==> src/inc/mif_regs.svh <==
// register offsets, flag bit positions and reset values of the interrupt flag block
`ifndef MIF_REGS_SVH
`define MIF_REGS_SVH
`define MIF_FLAG_OFS      12'h004
`define MIF_MASK_OFS      12'h006
`define MIF_FLAG_RST      16'h0000
`define MIF_MASK_RST      16'h0000
`define MIF_FLAG_IMPL     16'hFF0F
`define MIF_BIT_OVERRUN   15
`define MIF_BIT_DONE      14
`define MIF_BIT_REACT_DIR 13
`define MIF_BIT_REAL_DIR  12
`define MIF_BIT_ZERO_CROSS_MISSING_FLAG      11
`define MIF_BIT_VLOW      10
`define MIF_BIT_VHIGH     9
`define MIF_BIT_IHIGH     8
`define MIF_BIT_ISUM      3
`define MIF_BIT_ENERGY_ACCUM_OVERFLOW_FLAG      2
`define MIF_BIT_CONFIG_CHECKSUM    1
`define MIF_BIT_PFAIL     0
`endif

==> src/inc/mif_pkg.sv <==
// types shared by the interrupt flag block
package mif_pkg;
  typedef struct packed {
    logic cycle_start;
    logic cycle_done;
    logic current_sum_excess;
    logic accum_overflow;
  } mif_dsp_evt_s;
  typedef struct packed {
    logic [11:0] addr;
    logic        wr;
    logic        rd;
    logic [15:0] wdata;
  } mif_reg_req_s;
endpackage

==> src/verilog/mif_flags.sv <==
// interrupt cause flags, enable register and active-low interrupt request pin
//
// Overview of operation
// [RULE1] set bit 15 when a new dsp cycle starts before the previous one finished
// [RULE2] set bit 14 whenever a dsp cycle completes
// [RULE3] set bit 13 when reactive energy direction reverses either way
// [RULE4] set bit 12 when real energy direction reverses either way
// [RULE5] set bit 11 when any voltage channel saw no zero crossing in a cycle
// [RULE6] set bit 10 when any voltage stays at or below undervoltage threshold all cycle
// [RULE7] set bit 9 when any absolute voltage rises above the overvoltage threshold
// [RULE8] set bit 8 when any absolute current rises above the overcurrent threshold
// [RULE9] set bit 3 when current vector sum exceeds its threshold
// [RULE10] set bit 2 when any energy accumulator msb overflows
// [RULE11] set bit 1 whenever the configuration checksum changes value
// [RULE12] set bit 0 while a supply failure is imminent
// [RULE13] host reads the flags to find the interrupt cause
// [RULE14] host clears each serviced flag, else the request stays asserted
// [RULE15] host should review every configuration checksum change
// [RULE16] request pin active only for flags whose enable bit is set
// [RULE17] enable register resets to zero
// [RULE18] flags stay set until cleared; a same-cycle event beats the clear
// [RULE19] reserved flag bits 7 to 4 read zero and ignore writes
`timescale 1ns/10ps
`default_nettype none
`include "mif_regs.svh"

module mif_flags
#(
  parameter int NV = 3,
  parameter int NI = 4,
  parameter int DW = 16
)
(
  input  wire logic                   clock,
  input  wire logic                   rst,
  input  wire mif_pkg::mif_reg_req_s  reg_req,
  output logic [15:0]                 reg_rdata,
  input  wire mif_pkg::mif_dsp_evt_s  dsp_evt,
  input  wire logic                   reactive_dir,
  input  wire logic                   real_dir,
  input  wire logic [NV-1:0]          zero_cross,
  input  wire logic [NV*DW-1:0]       voltage_abs,
  input  wire logic [NI*DW-1:0]       current_abs,
  input  wire logic [DW-1:0]          undervoltage_threshold,
  input  wire logic [DW-1:0]          overvoltage_threshold,
  input  wire logic [DW-1:0]          overcurrent_threshold,
  input  wire logic [15:0]            config_checksum,
  input  wire logic                   power_fail_pin,
  output logic                        irq_n
);

  generate
    if (NV < 1 || NI < 1 || DW < 1 || DW > 32)
    begin : g_bad_param
      $error("mif_flags: unsupported channel count or sample width");
    end
  endgenerate

  logic [15:0]   flags;
  logic [15:0]   mask;
  logic [15:0]   next_flags;
  logic [NV-1:0] zx_seen;
  logic [NV-1:0] above_uv;
  logic          busy;
  logic          react_q;
  logic          real_q;
  logic [15:0]   chk_q;
  logic          chk_valid;
  logic          pf_meta;
  logic          pf_sync;

  // register decode
  wire flag_sel = reg_req.addr == `MIF_FLAG_OFS;
  wire mask_sel = reg_req.addr == `MIF_MASK_OFS;
  wire flag_wr  = reg_req.wr && flag_sel;
  wire mask_wr  = reg_req.wr && mask_sel;

  // per-channel comparisons
  logic [NV-1:0] v_high;
  logic [NV-1:0] v_above_uv;
  logic [NI-1:0] i_high;
  genvar g;
  generate
    for (g = 0; g < NV; g++)
    begin : g_v
      assign v_high[g]     = voltage_abs[g*DW +: DW] > overvoltage_threshold;
      assign v_above_uv[g] = voltage_abs[g*DW +: DW] > undervoltage_threshold;
    end
    for (g = 0; g < NI; g++)
    begin : g_i
      assign i_high[g] = current_abs[g*DW +: DW] > overcurrent_threshold;
    end
  endgenerate

  // events of this cycle, one bit per flag
  wire cyc_end      = dsp_evt.cycle_done;
  wire ev_overrun   = dsp_evt.cycle_start && busy && !cyc_end; // [RULE1]
  wire ev_done      = cyc_end; // [RULE2]
  wire ev_react     = reactive_dir != react_q; // [RULE3]
  wire ev_real      = real_dir != real_q; // [RULE4]
  // this cycle's crossings and levels count toward the closing cycle
  wire ev_zero_cross_missing_flag      = cyc_end && !(&(zx_seen | zero_cross)); // [RULE5]
  wire ev_vlow      = cyc_end && !(&(above_uv | v_above_uv)); // [RULE6]
  wire ev_vhigh     = |v_high; // [RULE7]
  wire ev_ihigh     = |i_high; // [RULE8]
  wire ev_isum      = dsp_evt.current_sum_excess; // [RULE9]
  wire ev_energy_accum_overflow_flag      = dsp_evt.accum_overflow; // [RULE10]
  wire ev_chk       = chk_valid && (config_checksum != chk_q); // [RULE11]
  wire ev_pfail     = pf_sync; // [RULE12]

  wire [15:0] events = {ev_overrun, ev_done, ev_react, ev_real, ev_zero_cross_missing_flag, ev_vlow, ev_vhigh, ev_ihigh,
                        4'h0, ev_isum, ev_energy_accum_overflow_flag, ev_chk, ev_pfail};

  // write one to clear; set beats clear in the same cycle
  wire [15:0] clr_bits = flag_wr ? reg_req.wdata : 16'h0000;
  assign next_flags = ((flags & ~clr_bits) | events) & `MIF_FLAG_IMPL; // [RULE18] [RULE19]

  wire [15:0] rd_mux = flag_sel ? flags :
                       mask_sel ? mask  : 16'h0000;

  // irq follows an enable write at once, so a disabled flag never pulls it one cycle late
  wire [15:0] next_mask = mask_wr ? (reg_req.wdata & `MIF_FLAG_IMPL) : mask;

  always_ff @(posedge clock)
  begin
    if (rst)
    begin
      flags <= `MIF_FLAG_RST;
      mask  <= `MIF_MASK_RST; // [RULE17]
    end
    else
    begin
      flags <= next_flags;
      if (mask_wr)
      begin
        mask <= reg_req.wdata & `MIF_FLAG_IMPL;
      end
    end
  end

  // read data sampled on the read strobe, holds until the next read
  always_ff @(posedge clock)
  begin
    if (rst)
    begin
      reg_rdata <= 16'h0000;
    end
    else if (reg_req.rd)
    begin
      reg_rdata <= rd_mux; // [RULE13]
    end
  end

  // request stays low while any enabled flag is left uncleared
  always_ff @(posedge clock)
  begin
    if (rst)
    begin
      irq_n <= 1'b1;
    end
    else
    begin
      irq_n <= ~|(next_flags & next_mask); // [RULE16] [RULE14]
    end
  end

  // dsp cycle tracking: busy between start and done
  always_ff @(posedge clock)
  begin
    if (rst)
    begin
      busy     <= 1'b0;
      zx_seen  <= '0;
      above_uv <= '0;
    end
    else
    begin
      if (dsp_evt.cycle_start)
      begin
        busy <= 1'b1;
      end
      else if (cyc_end)
      begin
        busy <= 1'b0;
      end
      zx_seen  <= cyc_end ? '0 : (zx_seen | zero_cross);
      above_uv <= cyc_end ? '0 : (above_uv | v_above_uv);
    end
  end

  // direction and checksum history; first checksum after reset is a baseline, not a change
  always_ff @(posedge clock)
  begin
    if (rst)
    begin
      react_q   <= 1'b0;
      real_q    <= 1'b0;
      chk_q     <= 16'h0000;
      chk_valid <= 1'b0;
    end
    else
    begin
      react_q   <= reactive_dir;
      real_q    <= real_dir;
      chk_q     <= config_checksum;
      chk_valid <= 1'b1;
    end
  end

  // power fail comparator arrives asynchronously
  always_ff @(posedge clock)
  begin
    if (rst)
    begin
      pf_meta <= 1'b0;
      pf_sync <= 1'b0;
    end
    else
    begin
      pf_meta <= power_fail_pin;
      pf_sync <= pf_meta;
    end
  end

endmodule

`default_nettype wire
==> config.mk <==
export PLATFORM = sky130hd
export DESIGN_NAME = mif_flags
export DESIGN_NICKNAME = d
export VERILOG_FILES = /design/src/inc/mif_pkg.sv /design/src/verilog/mif_flags.sv
export VERILOG_INCLUDE_DIRS = /design/src /design/src/inc
export SDC_FILE = /design/constraint.sdc
export NUM_CORES = 1
export LEC_CHECK = 0
export BUFFER_PORTS_ARGS = -buffer_cell sky130_fd_sc_hd__buf_2
export CORE_MARGIN = 2
export CORE_UTILIZATION = 41
export DETAILED_ROUTE_END_ITERATION = 10
export PLACE_DENSITY = 0.83
export SLEW_MARGIN = 20
export SYNTH_ARGS = -nofsm -noshare
export SYNTH_HDL_FRONTEND = slang
export SYNTH_SLANG_ARGS = --single-unit
export TNS_END_PERCENT = 20
==> constraint.sdc <==
create_clock -name clock -period 2.5 [get_ports clock]
set_input_delay 0.5 -clock clock [delete_from_list [all_inputs] [get_ports clock]]
set_output_delay 0.5 -clock clock [all_outputs]
set_load 0.005 [all_outputs]
## Word-level counts from Yosys, hierarchy flattened

Cells that the tools add are included.

| storage, ports and cells | value |
|---|---|
| register bits after elaboration | 77 |
| logic and storage cells | 60 |

| cells by class | value |
|---|---|
| $lt $le $gt $ge | 10 |
| eq/ne operators | 5 |
| muxes and demuxes | 7 |
| bitwise gates (word level) | 6 |
| reductions and logical operators | 18 |

Operators by type and width:

| kind | number |
|---|---|
| $gt 16x16->1 | 10 |
| $mux 16 | 4 |
| $and 16x16->16 | 2 |
| $eq 12x3->1 const B | 2 |
| $ne 16x16->1 | 1 |
| $not 16->16 | 1 |
| $or 16x16->16 | 1 |
| $reduce_or 16->1 | 1 |
| $logic_and 1x1->1 | 7 |
| $or 3x3->3 | 2 |
| $reduce_and 3->1 | 2 |
| $logic_not 1->1 | 4 |
| $reduce_or 4->1 | 1 |
| $mux 1 | 3 |
| $reduce_or 3->1 | 1 |
| $ne 1x1->1 | 2 |
| $reduce_bool 2->1 | 1 |
| $reduce_or 2->1 | 1 |

## Depth between registers and ports, before layout

| logic depth | value |
|---|---|
| word-level depth | 9 |
| gate-level depth with buffers | 10 |
| depth with buffers taken out | 10 |

## Worst setup path before layout

No wires, ideal clock.

| timing | value |
|---|---|
| path type | in2reg |
| start point | in overvoltage_threshold[9] |
| end point | reg irq_n |
| library setup time | 0.060 ns |
| arrival | 2.632 ns |
| setup slack | -0.192 ns |
| stages | 10 |
| path buffers | 0 |
| cells stage by stage | inv_1 -> ha_1 -> a21o_1 -> nand3_1 -> a21oi_1 -> o31a_2 -> a2111o_1 -> or4_1 -> a22oi_1 -> o311a_1 |

| between the ends | value |
|---|---|
| word-level cells in the longest chain between the ends | 6 |

RTL lines:

| element | line | source |
|---|---|---|
| start, declared | mif_flags.sv:45 | `input wire logic [DW-1:0] overvoltage_threshold,` |
| $gt 16x16->1 | mif_flags.sv:86 | `assign v_high[g] = voltage_abs[g*DW +: DW] > overvoltage_threshold;` |
| $reduce_or 3->1 (*) | mif_flags.sv:104 | `wire ev_vhigh = \|v_high;` |
| $or 16x16->16 (*) | mif_flags.sv:116 | `` assign next_flags = ((flags & ~clr_bits) \| events) & `MIF_FLAG_IMPL; `` |
| $and 16x16->16 (*) | mif_flags.sv:163 | `irq_n <= ~\|(next_flags & next_mask);` |
| $reduce_or 16->1 (*) | mif_flags.sv:163 |  |
| $logic_not 1->1 (*) | mif_flags.sv:163 |  |
| end signal, assigned | mif_flags.sv:163 |  |
| end, declared | mif_flags.sv:49 | `output logic irq_n` |

Every way passes the cells marked *; elsewhere a longest branch is shown, timed or not.
A chain may end at the register's enable or synchronous reset.

## Final worst setup path

| timing | value |
|---|---|
| start point | in overcurrent_threshold[13] |
| end point | reg irq_n |

| between the ends | value |
|---|---|
| word-level cells in the longest chain between the ends | 6 |

RTL lines:

| element | line | source |
|---|---|---|
| start, declared | mif_flags.sv:46 | `input wire logic [DW-1:0] overcurrent_threshold,` |
| $gt 16x16->1 | mif_flags.sv:91 | `assign i_high[g] = current_abs[g*DW +: DW] > overcurrent_threshold;` |
| $reduce_or 4->1 (*) | mif_flags.sv:105 | `wire ev_ihigh = \|i_high;` |
| $or 16x16->16 (*) | mif_flags.sv:116 |  |
| $and 16x16->16 (*) | mif_flags.sv:163 |  |
| $reduce_or 16->1 (*) | mif_flags.sv:163 |  |
| $logic_not 1->1 (*) | mif_flags.sv:163 |  |

Marks and branches as above.

==> results.md <==
- Status: complete, no violations
- Total CTS buffers: 9
- # Post-CTS Setup Buffers: 0
- # DRC: 0
- Vias in the first global route: 6483
- TNS Setup: 0 ps
- Filler cells: between 1k and 1.5k
- CP max FO: 4
- CP most frequent cell: nor2_1
- Fraction of layout cells with a size suffix above 1: about 37%
- Hold path depth: 2
- Largest net degree at the start of global routing: 57
- CP Capture Type: register
- Cts hold-fix bufs: 0
- Gr ovfl total: 0
- H-tree depth: 3
- Core area: between 10000 and 15000 µm²
- Fin Hold WS: 392.8 ps
- Achievable Freq: 0.4039 GHz
- Post-Synthesis Cells: 725
- Slew @ Worst Pin: roughly 560 ps
- IO Count: 235
- DR iter-0 viols: 318
- Cells on worst reg2reg path: 8
- Crit path DAT: around 2700 ps
- Die height: about 130 µm
- Final Wtd Congestion: slightly below 1
- Routed WL: approximately 19000 µm
- P_leak: roughly 4.4 nW
- Fin. Hold Viols: 0
- Max-slew violations: 0
- Hold Crit Class: in -> reg
- Clk sinks: 65
- Post-DP HPWL: about 16000 µm
- Tot Pwr: between 3 and 4 mW
- Clock transition at path regs: 50 ps
- Dpl cell area: approximately 8300 µm²
- Via count: about 6.5k
- Cell Area, Synth: 6201 µm²
- Most used routing layer: met2
- Clock Tree Buf Depth: 2
- Mean area per synthesized cell: between 8 and 9 µm²
- Drt via density: 5.265
- Power per Cell Area: 388.6 nW/µm²
- Warnings from Yosys: 0
- Area contributors post-synth: ha_1 (32%), dfxtp_1 (21%), a21oi_1 (6.5%)
- Fin crit period: 2476 ps
- Async SR Flop Fraction: 0%
- CTS tree: built
- Most frequent cell after synthesis: ha_1
- Slew margin rel.: a little over three fifths
- Input/output buffers: between 200 and 250
- RSZ-0062 raised after global routing: yes
- Slowest stage delay, CP: 530 ps
- Critical Path RT: 2760 ps
- GRT Util Overall: between 20 and 25%
- Post-synth EDFFs: 0
- Number of max-cap violations: 0
- Initial antenna violation count: 4
- Clk_lat worst skew: 320 ps
- GRT met2 Usage: around two fifths
- Met1 Resource Use GR: 25.40%
- VDD IR max: roughly 0.54 mV
- Initial core utilization: a little over two fifths
- Post-synth top flop: dfxtp_1
- Area Growth Syn to Fin: 41.02%
- Drt pass-1 iters: 4
- # rows: 44
- Crit path kind: in -> reg
- Synth area leader: ha_1
- Seq/Total Area, Yosys: about a fifth
- WL/cell: around 15 µm
- Die ar.: roughly 16000 µm²
- CP max stage cell: or4b_4
- Worst Clk Skew: 9.317 ps
- Met3 usage: roughly 5.3%
- Routed Antenna Nets: 0
- CP Launch Type: input port
- Most frequent cells after synthesis: ha_1 (160), a21oi_1 (80), dfxtp_1 (65), inv_1 (56), nor2_1 (50)
- Tcrit/Tclk final: between 90% and 100%
- Root Buffer: clkbuf_16
- Crit path cell chain: buf_2 > inv_1 > ha_1 > a211oi_2 > nor2_1 > nor2_1 > o21ai_1 > a221oi_1 > or4b_4 > a22oi_2 > o311a_1
- Final setup viols: 0
- First-pass GRT wire length: between 20000 and 30000 µm
- DIE WIDTH: about 130 µm
- Finished Cell Area: around 8700 µm²
- Synth Register Bits: between 60 and 70
- Top cell type's share of synthesized area: between 30% and 40%
- Count of different cell masters after synthesis: between 50 and 60
- Layout Nets: about 1.4k
==> cells in the final DEF (no fill, tap or decap), types with 3 or more instances in the layout <==
master     instances
inv_1             51
nand2b_1          12
and4_1             3
clkbuf_16          9
o21ai_0           14
o211ai_1           9
o31a_1             3
mux2_2            12
a211oi_1           7
ha_1             155
a21boi_0           6
nand4_1           35
inv_2              4
ha_4               5
buf_2            226
a2111oi_0          3
xor2_1            16
nor2_1            48
nand2_1           36
and3_1             3
mux2i_1           11
nor2b_1           33
nor3_1            10
a21oi_1           77
a21oi_2            3
dfxtp_1           65
conb_1             4
buf_4            103
nor4_1             5
nand3_1           28
a21o_1            10
==> per-stage QoR <==
step                utilization (%)  cells  setup WS, ps
finish                        59.71   1243         24.40
global route                  59.68   1241        -43.26
CTS                           59.09   1241         14.44
detailed placement            56.86   1225        -389.3
global placement              56.86   1225        -334.6
floorplan                         -    728        -55.76
==> cells by family (layout without fill, tap and decap cells) <==
group	after synthesis	after routing	synth area share, %
DFF	65	65	20.98
other	1	6	0.06047
adders and majority gates	160	160	32.28
AOI/OAI and AO/OA	156	156	15.48
muxes	24	24	4.116
and+or+nand+nor	227	227	19.51
buffers and inverters	74	403	5.024
xor gates and xnor gates	18	18	2.542
==> worst max-delay path, delay by kind of cell <==
family,cells,cell delay (ps)
buf+inv,2,220
compound gates,5,970
fa+ha+maj,1,300
simple gates,3,740
==> where the power goes <==
group          switching (mW)  internal, mW
Combinational           0.510         0.539
Clock                   0.428         0.825
Sequential             0.0188          1.08
Total                   0.957          2.44
==> sequential cells by signal (all words and copies together) (netlist names) <==
register,flops
above_uv,3
busy,1
chk_q,16
chk_valid,1
ev_pfail,1
flags,12
irq_n,1
mask,12
pf_meta,1
react_q,1
real_q,1
reg_rdata,12
zx_seen,3
==> worst paths after layout <==
kind                                   from  endpoint  slack, ps
setup reg to reg                 zx_seen[1]     irq_n        490
setup / recovery  overcurrent_threshold[13]     irq_n         20
hold reg to reg                     pf_meta  ev_pfail        440
hold / removal               power_fail_pin   pf_meta        390
==> layout make-up <==
type / instances / area, µm² / share of cell area (%)
diodes: 2 / 5.005 / 0.05723
clock buffers: 12 / 256.5 / 2.933
clock inverters: 4 / 51.30 / 0.5866
inverters: 56 / 212.7 / 2.432
multi-input cells: 589 / 4743 / 54.24
flip-flops and latches: 65 / 1301 / 14.88
well taps: 184 / 230.2 / 2.633
repair buffers: 331 / 1944 / 22.23
==> routing by layer <==
layer,up-vias,share of wire (%)
met5,-,0.20
met4,6,2.8
met3,41,6.7
met2,237,48
met1,2932,42
li1,3328,-
==> what timing repair did <==
item,4_1_cts,5_1_grt
resized for setup,5,19
pin swaps,1,6
setup endpoints to repair,1,1
No activity file was read; power rests on OpenSTA's default activity.
